[src/design/port1_defines.svh]
// Offsets, access maps and reset values of the port 1 block
`ifndef PORT1_DEFINES_SVH
`define PORT1_DEFINES_SVH

// CPU address width and space limits
`define CPU_ADDR_W 12
`define PERIPH_SPACE_FIRST 12'h000
`define PERIPH_SPACE_LAST 12'h03F
`define BUFFER_SPACE_FIRST 12'hF80
`define BUFFER_SPACE_LAST 12'hFFF

// Port 1 register offsets
`define PORT1_OUTPUT_LATCH_OFS 12'h001
`define PORT1_PIN_INPUT_OFS 12'h008
`define PORT1_SEGMENT_SELECT_OFS 12'h029

// Reset values
`define PORT1_OUTPUT_LATCH_RST 8'hFF
`define PORT1_SEGMENT_SELECT_RST 8'h00
`define PORT1_RDATA_RST 8'h00

// One bit per peripheral control location, indexed by the low six address bits
`define PERIPH_RESERVED_MASK 64'h000F_C0FC_CC80_0001
`define PERIPH_NO_READ_MASK 64'h0030_0000_0000_0000
`define PERIPH_NO_WRITE_MASK 64'h0000_0003_0040_2F00

// Buffer space, indexed by the low seven address bits
`define BUFFER_RESERVED_FIRST 7'h1B
`define BUFFER_NO_READ_MASK 32'h0500_0000

`endif

[src/design/port1_pkg.sv]
// Types shared by the port 1 block
package port1_pkg;

    typedef enum logic [1:0] {
        ACC_IDLE,
        ACC_READ,
        ACC_WRITE
    } acc_state_t;

    typedef logic [7:0] port_byte_t;

endpackage

[src/design/pin_sync.sv]
// Two-stage synchroniser for a group of pin inputs
`timescale 1ns/1ps
module pin_sync #(
    parameter int WIDTH = 8,
    parameter logic [WIDTH-1:0] RST_VAL = '1
) (
    input wire logic clk,
    input wire logic rst_b,
    input wire logic clk_en,
    input wire logic [WIDTH-1:0] async_in,
    output logic [WIDTH-1:0] sync_out
);

    logic [WIDTH-1:0] meta_reg;

    // Only the second stage is visible outside
    always_ff @(posedge clk) begin
        if (!rst_b) begin
            meta_reg <= RST_VAL;
            sync_out <= RST_VAL;
        end else if (clk_en) begin
            meta_reg <= async_in;
            sync_out <= meta_reg;
        end
    end

endmodule // pin_sync

[src/design/port1_io_segment_select.sv]
// Port 1: output latch, pin input read path and segment select
//
// What this block does and what it expects of software and external sources
// Peripheral control locations 000H to 03FH are decoded as CPU-reachable memory-mapped space.
// Buffer locations F80H to FFFH are decoded as a second memory-mapped space.
// Software keeps away from reserved locations and from blocked access directions.
// Software uses no read-modify-write instructions on write-only or interrupt latch registers.
// Each output bit holds its last written value in a latch until rewritten.
// External sources hold input data until read, since pin inputs are not latched.
// A port read samples the pin levels in the read sample state of the read cycle.
// A port write changes the pin output data in the write update state of the write cycle.
// The port offers eight independent bidirectional pins shared with secondary functions.
// A pin whose segment select bit is 1 is handed to the segment driver.
// For input or non-segment secondary use software sets the latch bit to 1 and select to 0.
// For plain output use software clears the segment select bit so the latch reaches the pin.
// Reset sets every bit of the output latch to 1.
// Latch and pin input sit at separate addresses, returning stored and live values.
// A pin input read of a segment pin gives an undefined value.
// Outside segment mode the pin drive is the latch bit ANDed with the active-low secondary output.
`timescale 1ns/1ps
`include "port1_defines.svh"

module port1_io_segment_select #(
    parameter int PINS = 8
) (
    input wire logic CORE_CLK,
    input wire logic RST_B,
    input wire logic CLK_EN,
    input wire logic [`CPU_ADDR_W-1:0] CPU_ADDR,
    input wire logic CPU_RD,
    input wire logic CPU_WR,
    input wire port1_pkg::port_byte_t CPU_WDATA,
    input wire logic READ_SAMPLE,
    input wire logic WRITE_UPDATE,
    output port1_pkg::port_byte_t CPU_RDATA,
    output logic CPU_RDATA_VALID,
    output logic CPU_BUSY,
    output logic PERIPH_SPACE_SEL,
    output logic BUFFER_SPACE_SEL,
    output logic ACCESS_FAULT,
    input wire logic [PINS-1:0] PIN_IN,
    output logic [PINS-1:0] PIN_OUT,
    output logic [PINS-1:0] PIN_OE,
    input wire logic [PINS-1:0] SEG_DATA,
    input wire logic [PINS-1:0] SEC_OUT_B,
    output logic [PINS-1:0] SEG_MODE,
    output logic [PINS-1:0] SEC_IN
);
    import port1_pkg::*;

    // Access sequencer
    acc_state_t state_reg;
    acc_state_t state_next;
    logic [`CPU_ADDR_W-1:0] addr_reg;
    logic [`CPU_ADDR_W-1:0] addr_next;
    port_byte_t wdata_reg;
    port_byte_t wdata_next;

    // Port state
    logic [PINS-1:0] latch_reg;
    logic [PINS-1:0] latch_next;
    logic [PINS-1:0] seg_reg;
    logic [PINS-1:0] seg_next;
    logic [PINS-1:0] pin_level;

    // Registered outputs
    port_byte_t rdata_reg;
    port_byte_t rdata_next;
    logic rvalid_reg;
    logic rvalid_next;
    logic fault_reg;
    logic fault_next;
    logic periph_sel_reg;
    logic buffer_sel_reg;
    logic [PINS-1:0] pin_out_reg;
    logic [PINS-1:0] pin_out_next;
    logic [PINS-1:0] pin_oe_reg;
    logic [PINS-1:0] pin_oe_next;
    logic [PINS-1:0] sec_in_reg;
    logic busy_reg;

    // Address decode
    logic periph_hit;
    logic buffer_hit;
    logic [5:0] periph_idx;
    logic [6:0] buffer_idx;
    logic periph_reserved;
    logic periph_no_read;
    logic periph_no_write;
    logic buffer_reserved;
    logic buffer_no_read;
    logic read_fault;
    logic write_fault;
    logic sel_latch;
    logic sel_pin_input;
    logic sel_segment;
    logic own_read_hit;

    // Sequencing events
    logic start_read;
    logic start_write;
    logic do_read;
    logic do_write;
    logic write_latch;
    logic write_segment;
    logic [PINS-1:0] normal_drive;
    logic [63:0] periph_reserved_mask;
    logic [63:0] periph_no_read_mask;
    logic [63:0] periph_no_write_mask;
    logic [31:0] buffer_no_read_mask;
    port_byte_t read_mux;

    // Pins come from outside the clock domain
    pin_sync #(
        .WIDTH(PINS),
        .RST_VAL({PINS{1'b1}})
    ) u_pin_sync (
        .clk(CORE_CLK),
        .rst_b(RST_B),
        .clk_en(CLK_EN),
        .async_in(PIN_IN),
        .sync_out(pin_level)
    );

    // Decode is taken from the address held at request time
    assign periph_hit = (addr_reg <= `PERIPH_SPACE_LAST);
    assign buffer_hit = (addr_reg >= `BUFFER_SPACE_FIRST);
    assign periph_idx = addr_reg[5:0];
    assign buffer_idx = addr_reg[6:0];
    // Maps held in named wires so they can be indexed
    assign periph_reserved_mask = `PERIPH_RESERVED_MASK;
    assign periph_no_read_mask = `PERIPH_NO_READ_MASK;
    assign periph_no_write_mask = `PERIPH_NO_WRITE_MASK;
    assign buffer_no_read_mask = `BUFFER_NO_READ_MASK;

    assign periph_reserved = periph_hit && periph_reserved_mask[periph_idx];
    assign periph_no_read = periph_hit && periph_no_read_mask[periph_idx];
    assign periph_no_write = periph_hit && periph_no_write_mask[periph_idx];
    assign buffer_reserved = buffer_hit && (buffer_idx >= `BUFFER_RESERVED_FIRST);
    assign buffer_no_read = buffer_hit && !buffer_idx[6] && !buffer_idx[5]
                            && buffer_no_read_mask[buffer_idx[4:0]];

    // Holes between the two spaces count as faults as well
    assign read_fault = !(periph_hit || buffer_hit) || periph_reserved || buffer_reserved
                        || periph_no_read || buffer_no_read;
    assign write_fault = !(periph_hit || buffer_hit) || periph_reserved || buffer_reserved
                         || periph_no_write;

    // Latch and pin input have their own addresses
    assign sel_latch = (addr_reg == `PORT1_OUTPUT_LATCH_OFS);
    assign sel_pin_input = (addr_reg == `PORT1_PIN_INPUT_OFS);
    assign sel_segment = (addr_reg == `PORT1_SEGMENT_SELECT_OFS);
    assign own_read_hit = sel_latch || sel_pin_input || sel_segment;

    // Read wins when both strobes come together
    assign start_read = (state_reg == ACC_IDLE) && CPU_RD;
    assign start_write = (state_reg == ACC_IDLE) && CPU_WR && !CPU_RD;
    assign do_read = (state_reg == ACC_READ) && READ_SAMPLE;
    assign do_write = (state_reg == ACC_WRITE) && WRITE_UPDATE;

    // Writes to the pin input address change nothing; the no-write map only flags a fault
    assign write_latch = do_write && sel_latch;
    assign write_segment = do_write && sel_segment;

    // Segment pins read whatever the pad shows; software must ignore it
    assign read_mux = sel_latch ? port_byte_t'(latch_reg) :
                      sel_pin_input ? port_byte_t'(pin_level) :
                      sel_segment ? port_byte_t'(seg_reg) :
                      `PORT1_RDATA_RST;

    always_comb begin
        state_next = state_reg;
        addr_next = addr_reg;
        wdata_next = wdata_reg;
        case (state_reg)
            ACC_IDLE: begin
                if (start_read) begin
                    state_next = ACC_READ;
                    addr_next = CPU_ADDR;
                end else if (start_write) begin
                    state_next = ACC_WRITE;
                    addr_next = CPU_ADDR;
                    wdata_next = CPU_WDATA;
                end
            end
            ACC_READ: begin
                if (READ_SAMPLE) begin
                    state_next = ACC_IDLE;
                end
            end
            ACC_WRITE: begin
                if (WRITE_UPDATE) begin
                    state_next = ACC_IDLE;
                end
            end
            default: begin
                state_next = ACC_IDLE;
            end
        endcase
    end

    // Latch keeps its value unless a write lands on it
    assign latch_next = write_latch ? wdata_reg[PINS-1:0] : latch_reg;
    assign seg_next = write_segment ? wdata_reg[PINS-1:0] : seg_reg;

    assign rdata_next = do_read ? read_mux : rdata_reg;
    assign rvalid_next = do_read && own_read_hit;
    assign fault_next = (do_read && read_fault) || (do_write && write_fault);

    // Latch at 1 releases the line to the secondary function or the outside
    assign normal_drive = latch_next & SEC_OUT_B;

    // Segment bits hand the pad to the segment driver outright
    assign pin_out_next = (seg_next & SEG_DATA) | (~seg_next & normal_drive);

    // Open-drain style: a 1 outside segment mode is not driven
    assign pin_oe_next = seg_next | ~normal_drive;

    always_ff @(posedge CORE_CLK) begin
        if (!RST_B) begin
            state_reg <= ACC_IDLE;
            addr_reg <= `PERIPH_SPACE_FIRST;
            wdata_reg <= `PORT1_RDATA_RST;
        end else if (CLK_EN) begin
            state_reg <= state_next;
            addr_reg <= addr_next;
            wdata_reg <= wdata_next;
        end
    end

    always_ff @(posedge CORE_CLK) begin
        if (!RST_B) begin
            latch_reg <= `PORT1_OUTPUT_LATCH_RST;
            seg_reg <= `PORT1_SEGMENT_SELECT_RST;
        end else if (CLK_EN) begin
            latch_reg <= latch_next;
            seg_reg <= seg_next;
        end
    end

    always_ff @(posedge CORE_CLK) begin
        if (!RST_B) begin
            rdata_reg <= `PORT1_RDATA_RST;
            rvalid_reg <= 1'b0;
            fault_reg <= 1'b0;
        end else if (CLK_EN) begin
            rdata_reg <= rdata_next;
            rvalid_reg <= rvalid_next;
            fault_reg <= fault_next;
        end
    end

    // Space selects follow the held address while an access is open
    always_ff @(posedge CORE_CLK) begin
        if (!RST_B) begin
            busy_reg <= 1'b0;
            periph_sel_reg <= 1'b0;
            buffer_sel_reg <= 1'b0;
        end else if (CLK_EN) begin
            // Own flop, so the busy output never glitches on state decode
            busy_reg <= (state_next != ACC_IDLE);
            periph_sel_reg <= (state_next != ACC_IDLE) && (addr_next <= `PERIPH_SPACE_LAST);
            buffer_sel_reg <= (state_next != ACC_IDLE) && (addr_next >= `BUFFER_SPACE_FIRST);
        end
    end

    // Reset drive equals latch all ones with pads released
    always_ff @(posedge CORE_CLK) begin
        if (!RST_B) begin
            pin_out_reg <= {PINS{1'b1}};
            pin_oe_reg <= {PINS{1'b0}};
            sec_in_reg <= {PINS{1'b1}};
        end else if (CLK_EN) begin
            pin_out_reg <= pin_out_next;
            pin_oe_reg <= pin_oe_next;
            sec_in_reg <= pin_level;
        end
    end

    assign CPU_RDATA = rdata_reg;
    assign CPU_RDATA_VALID = rvalid_reg;
    assign CPU_BUSY = busy_reg;
    assign PERIPH_SPACE_SEL = periph_sel_reg;
    assign BUFFER_SPACE_SEL = buffer_sel_reg;
    assign ACCESS_FAULT = fault_reg;
    assign PIN_OUT = pin_out_reg;
    assign PIN_OE = pin_oe_reg;
    assign SEG_MODE = seg_reg;
    assign SEC_IN = sec_in_reg;

endmodule // port1_io_segment_select

[config.mk]
export PLATFORM = sky130hd
export DESIGN_NAME = port1_io_segment_select
export DESIGN_NICKNAME = d
export VERILOG_FILES = /design/src/design/port1_pkg.sv /design/src/design/pin_sync.sv /design/src/design/port1_io_segment_select.sv
export VERILOG_INCLUDE_DIRS = /design/src /design/src/design
export SDC_FILE = /design/constraint.sdc
export NUM_CORES = 1
export LEC_CHECK = 0
export ABC_CLOCK_PERIOD_IN_PS = 2000
export BUFFER_PORTS_ARGS = -buffer_cell sky130_fd_sc_hd__buf_4
export CAP_MARGIN = 15
export CORE_MARGIN = 2
export CORE_UTILIZATION = 49
export CTS_CLUSTER_DIAMETER = 150
export DETAILED_ROUTE_END_ITERATION = 8
export PLACE_DENSITY = 0.84
export SKIP_LAST_GASP = 1
export SLEW_MARGIN = 40
export SYNTH_ARGS = -nofsm -noshare
export SYNTH_HDL_FRONTEND = slang
export SYNTH_SLANG_ARGS = --single-unit
[constraint.sdc]
create_clock -name CORE_CLK -period 2 [get_ports CORE_CLK]
set_clock_uncertainty 0.1 [all_clocks]
set_input_delay 0.1 -clock CORE_CLK [delete_from_list [all_inputs] [get_ports CORE_CLK]]
set_output_delay 0.1 -clock CORE_CLK [all_outputs]
set_load 0.005 [all_outputs]
=== Yosys cells after proc, flatten, opt, wreduce, memory -nomap -nowiden ===
Memories as Yosys holds them, arrays and structs flattened. A register that Yosys moved wholly into a read port is not among the register bits.
Cells that the tools add are included.

* Flip-flop bits (word level): 91
* ROM bits: 224
* Bits of input ports: 51
* Output and inout port bits: 45
* Word-level logic and storage cells: 101
* Memories: 4

{| class="wikitable"
|+ Memories
! name !! words !! bits a word !! read ports !! clocked after Yosys merged registers in !! wr ports !! line !! RTL
|-
| (no name shown) || 64 || 1 || 1 || 1 || 0 || port1_io_segment_select.sv:138 || <nowiki>assign periph_no_write = periph_hit && periph_no_write_mask[periph_idx];</nowiki>
|-
| (no name shown) || 64 || 1 || 1 || 1 || 0 || port1_io_segment_select.sv:137 || <nowiki>assign periph_no_read = periph_hit && periph_no_read_mask[periph_idx];</nowiki>
|-
| (no name shown) || 64 || 1 || 1 || 1 || 0 || port1_io_segment_select.sv:136 || <nowiki>assign periph_reserved = periph_hit && periph_reserved_mask[periph_idx];</nowiki>
|-
| (no name shown) || 32 || 1 || 1 || 1 || 0 || port1_io_segment_select.sv:141 || <nowiki>&& buffer_no_read_mask[buffer_idx[4:0]];</nowiki>
|}

* $lt $le $gt $ge: 7
* Equal/unequal tests: 5
* Mux-type cells: 25
* Bitwise gates (word level): 8
* Reductions and logical operators: 36

{| class="wikitable"
|+ Operators with widths
! cell !! count
|-
| 8-bit 2-to-1 mux || 5
|-
| 12-bit 2-to-1 mux || 3
|-
| 6-bit 2-to-1 mux || 6
|-
| 8-bit bitwise AND || 3
|-
| 12-bit greater-or-equal comparator, second input constant || 2
|-
| 12-bit by 6-bit <= comparator with 1-bit output, second input constant || 2
|-
| 1-bit logical AND || 19
|-
| 8-bit inverter || 2
|-
| 8-bit OR || 2
|-
| 12-bit by 1-bit == test with 1-bit output, second input constant || 1
|-
| 12-bit by 4-bit == test with 1-bit output, second input constant || 1
|-
| 12-bit by 6-bit == test with 1-bit output, second input constant || 1
|-
| 5-bit 2-to-1 mux || 2
|-
| 1-bit logical OR || 9
|-
| 2-bit 2-to-1 mux || 4
|-
| 7-bit by 5-bit greater-or-equal comparator with 1-bit output, second input constant || 1
|-
| 6-bit by 7-bit < comparator with 1-bit output, second input constant || 1
|-
| 5-bit by 6-bit < comparator with 1-bit output, second input constant || 1
|-
| 2-bit one-hot mux with 3 select lines || 1
|-
| 1-bit logical NOT || 4
|-
| 1-bit 2-to-1 mux || 4
|-
| 4-bit AND reduction || 1
|-
| 2-bit by 1-bit == test with 1-bit output, second input constant || 1
|-
| 2-bit == test, second input constant || 1
|-
| 4 further kinds || 4
|}

=== Depth between registers and ports, before layout ===
* Depth in word-level cells: 9
* Mapped depth: 10
* Depth with buffers taken out: 8

=== Modules after synthesis ===
Synthesis repeated with hierarchy kept, for this count alone.

* Cells, all modules: 464
* Area, all modules: 4192.8 sq um

{| class="wikitable"
|+ By module, submodules not included
! module !! times used !! cells an instance !! area each (sq um)
|-
| port1_io_segment_select || 1 || 412 || 3612.2
|-
| pin_sync || 1 || 52 || 580.6
|}

=== Worst setup path after synthesis ===
No wires, ideal clock.

* Path type: register -> register
* Start: register addr_reg[11]
* End: register pin_out_reg[6] (netlist: PIN_OUT[6])
* Arrival time: 1.745 ns
* Data required time: 1.768 ns
* Path slack: 0.023 ns
* Stages on the path, launching flop included: 10
* Buffers on the path: 3
* Clock period less this slack: 1.977 ns
* Path through: dfxtp_1 -> nor4_4 -> and4_1 -> buf_6 -> and2_4 -> buf_12 -> buf_12 -> mux2i_1 -> nand2b_1 -> a32oi_1

* Cells in the longest elaborated chain, start to end: 6
* Elaborated cells between the ends (all ways): 11

{| class="wikitable"
|+ RTL lines
! item !! line !! RTL
|-
| start: declaration || port1_io_segment_select.sv:54 || <nowiki>logic [`CPU_ADDR_W-1:0] addr_reg;</nowiki>
|-
| start signal: assignment || port1_io_segment_select.sv:222 || <nowiki>addr_reg <= `PERIPH_SPACE_FIRST;</nowiki>
|-
| start signal: assignment || port1_io_segment_select.sv:226 || <nowiki>addr_reg <= addr_next;</nowiki>
|-
| 12-bit by 1-bit == test with 1-bit output (no source line) or 12-bit by 6-bit == test with 1-bit output (tied branches) || n/a ||
|-
| 1-bit logical AND (on tied branches) || port1_io_segment_select.sv:162, port1_io_segment_select.sv:163 ||
|-
| 8-bit 2-to-1 mux (on tied branches) || port1_io_segment_select.sv:203, port1_io_segment_select.sv:204 ||
|-
| 8-bit bitwise AND or 8-bit inverter (tied branches) || port1_io_segment_select.sv:211, port1_io_segment_select.sv:214 ||
|-
| 8-bit bitwise AND || port1_io_segment_select.sv:214 || <nowiki>assign pin_out_next = (seg_next & SEG_DATA) | (~seg_next & normal_drive);</nowiki>
|-
| 8-bit OR * || port1_io_segment_select.sv:214 ||
|-
| end signal: assignment || port1_io_segment_select.sv:270 || <nowiki>pin_out_reg <= {PINS{1'b1}};</nowiki>
|-
| end signal: assignment || port1_io_segment_select.sv:274 || <nowiki>pin_out_reg <= pin_out_next;</nowiki>
|-
| end: declaration || port1_io_segment_select.sv:75 || <nowiki>logic [PINS-1:0] pin_out_reg;</nowiki>
|}

Mark *: on every way between the ends. The rest lies on a longest branch, timed or not.
A chain may end at the register's enable or synchronous reset.

=== Worst setup path in the final report ===
* Start: register addr_reg[8]
* End: register pin_out_reg[3] (netlist: PIN_OUT[3])

Same word-level chain as after synthesis.

==> flow_metrics.tcl <==
set metrics [dict create \
    status "finished, violations left" \
    violations "hold timing" \
    largest_reg_flops 12 \
    cts_sinks 95 \
    yosysWarningCount 0 \
    synth_seq_area_share_pct 43.8 \
    grt_pass1_wl_um 18900 \
    synth_seq_cells 95 \
    synth_area_leaders "dfxtp_1 (44%), mux2i_1 (12%), nand2_1 (6.7%)" \
    syn_to_final_growth_pct 36.4 \
    start_util_pct 50.0 \
    cp_max_fo 5 \
    viasPerCell 5.74 \
    r2r_slack_ps 4 \
    yosysUniqueCellTypes 50 \
    synth_top_area_cell "dfxtp_1" \
    critPathArrivalTime_ps 2180 \
    synthFlopType "dfxtp_1" \
    finalCritPeriodShare_pct 99.8 \
    min_period_ps 2000 \
    wire_per_inst_um 16.0 \
    power_density_nw_per_um2 656 \
    rsz0062_at_grt "yes" \
    stdcell_count 737 \
    grt_usage_pct 23.8 \
    startpoint_type "register" \
    maxSlewViolCount 0 \
    dp_hpwl_um 7650 \
    worst-setup-path-type "register to register" \
    postSynth.asyncResetShare_pct 0 \
    grt_max_degree 79 \
    synth_common_cells "dfxtp_1 (95), nand2_1 (78), mux2i_1 (51), nand3_1 (29)" \
    synth.avg_cell_area_um2 9.09 \
    portBuffers 95 \
    antenna_found_initial 0 \
    hold_ws_ps -0.00316 \
    die_height_um 98.1 \
    netlist_instances 478 \
    drtPass1Iterations 5 \
    drt_first_iter_violations 277 \
    drtAntennaViolNets 0 \
    synth_top_area_share_pct 43.8 \
    overflow 0 \
    nets 675 \
    insertion_delay_ps 360 \
    totalNegativeSetupSlack_ps 0 \
    syn_nets 529 \
    die_x_um 98.1 \
    synth.most_common_cell "dfxtp_1" \
    dp_cells 671 \
    h-tree-depth 3 \
    post-route-util_pct 68.2 \
    netlist_area_um2 4340 \
    die_area_um2 9630 \
    cts_buffers 9 \
    hold_violations 1 \
    diodes 0 \
    grt_pass1_vias 3885 \
    power_w 0.00389 \
    clk_pin_slew_ps 100 \
    drive_above_1_share_pct 27.0 \
    leakagePower_nw 2.53 \
    io_pins 96 \
    worst_pin_slew_ps 658 \
    cts_buffer_depth 2 \
    cts_tree "yes" \
    setup_viol 0 \
    end_kind "register" \
    worst_hold_path_type "input port to register" \
    num_rows 34 \
    cp_data_required_time_ps 2190 \
    max_freq_mhz 501 \
    slew_headroom_pct 56.2 \
    fp.coreArea_um2 8680 \
    num_vias 4227 \
    cts_root_buf "clkbuf_8" \
    vdd_drop_max_v 0.000342 \
    wl_um 11800 \
    maxCapViolations 0 \
    synth_edf_count 0 \
    drt_drc_violations_left 0 \
    gp_congestion 0.926 \
]
==> power breakdown <==
| group | internal [W] | total (W) | switching, W | leakage [nW] |
|---|---|---|---|---|
| combinational | 0.000337 | 0.000619 | 0.000282 | 1.65 |
| sequential | 0.00197 | 0.00203 | 0.0000584 | 0.777 |
| clock | 0.000516 | 0.00124 | 0.000722 | 0.100 |
==> metal layers <==
layer | vias to the layer above | track usage, % | wire, µm | share of wire, %
met3 | 25 | 3.87 | 929 | 7.9
met4 | 0 | 8.64 | 298 | 2.5
met1 | 1986 | 33.4 | 5100 | 43
met2 | 212 | 37.3 | 5500 | 47
li1 | 2004 | - | - | -
met5 | - | 0 | 0 | 0
==> through the flow <==
stage / worst slack [ps] / hold slack [ps] / area [µm²]
2_1_floorplan: 23.0 / 128 / 4340
3_5_place_dp: -47.8 / 221 / 5170
5_1_grt: -136 / 14.2 / 5920
4_1_cts: -1.16 / 15.4 / 5810
3_3_place_gp: 64.4 / 218 / 5170
6_report: 3.66 / -0.00316 / 5920
==> final cells by class <==
class,count,area (µm²)
Fill cell,642,2760
Tap cell,108,135
Clock buffer,10,138
Clock inverter,6,55.1
Inverter,3,11.3
Sequential cell,95,1900
Multi-Input combinational cell,350,2330
Timing Repair Buffer,165,1350
==> cell families after synthesis <==
group           after synthesis  share of synthesized area [%]
buf+inv                      36                           4.78
compound gates               93                           15.6
simple gates                203                           24.0
flops                        95                           43.8
mux                          51                           11.8
==> final timing paths <==
path                                        startpoint                     end  depth (start not counted)
worst max-delay path                       addr_reg[8]              PIN_OUT[3]                          6
worst min-delay path                       CPU_ADDR[2]             addr_reg[2]                          3
worst max register to register             addr_reg[8]              PIN_OUT[3]                          6
worst min register to register  u_pin_sync.meta_reg[1]  u_pin_sync.meta_reg[1]                          2
==> placed cells by master (no fill, tap or decap), types with 4 or more instances in the layout <==
cell type and instances:
a222oi_1 8, o211a_1 8, nor2_1 22, nand3_1 29, a32oi_1 8, nand2_1 76, mux2i_1 41, dfxtp_1 94
a21oi_1 7, clkbuf_8 10, nand2b_1 12, nor2b_1 22, a31oi_1 12, nand3b_1 9, o21ai_0 18, a21boi_0 17
inv_6 4, mux2i_2 9, buf_4 122, dlygate4sd3_1 42
==> worst max-delay path, cell delays in order (launching register included) <==
cell and delay, ps:
dfxtp_2 350, nor4_4 330, and4_4 300, and2_4 250
mux2i_2 280, nand3b_1 110, a32oi_1 210
==> timing repair <==
item,4_1_cts,5_1_grt
pin swaps,1,5
resized for setup,2,20
cloned,2,1
endpoints found under the hold margin,44,1
endpoints found under the setup margin,4,33
hold buffers,41,1
setup buffers,1,4
Note: power is estimated with default switching activity, not from simulation.
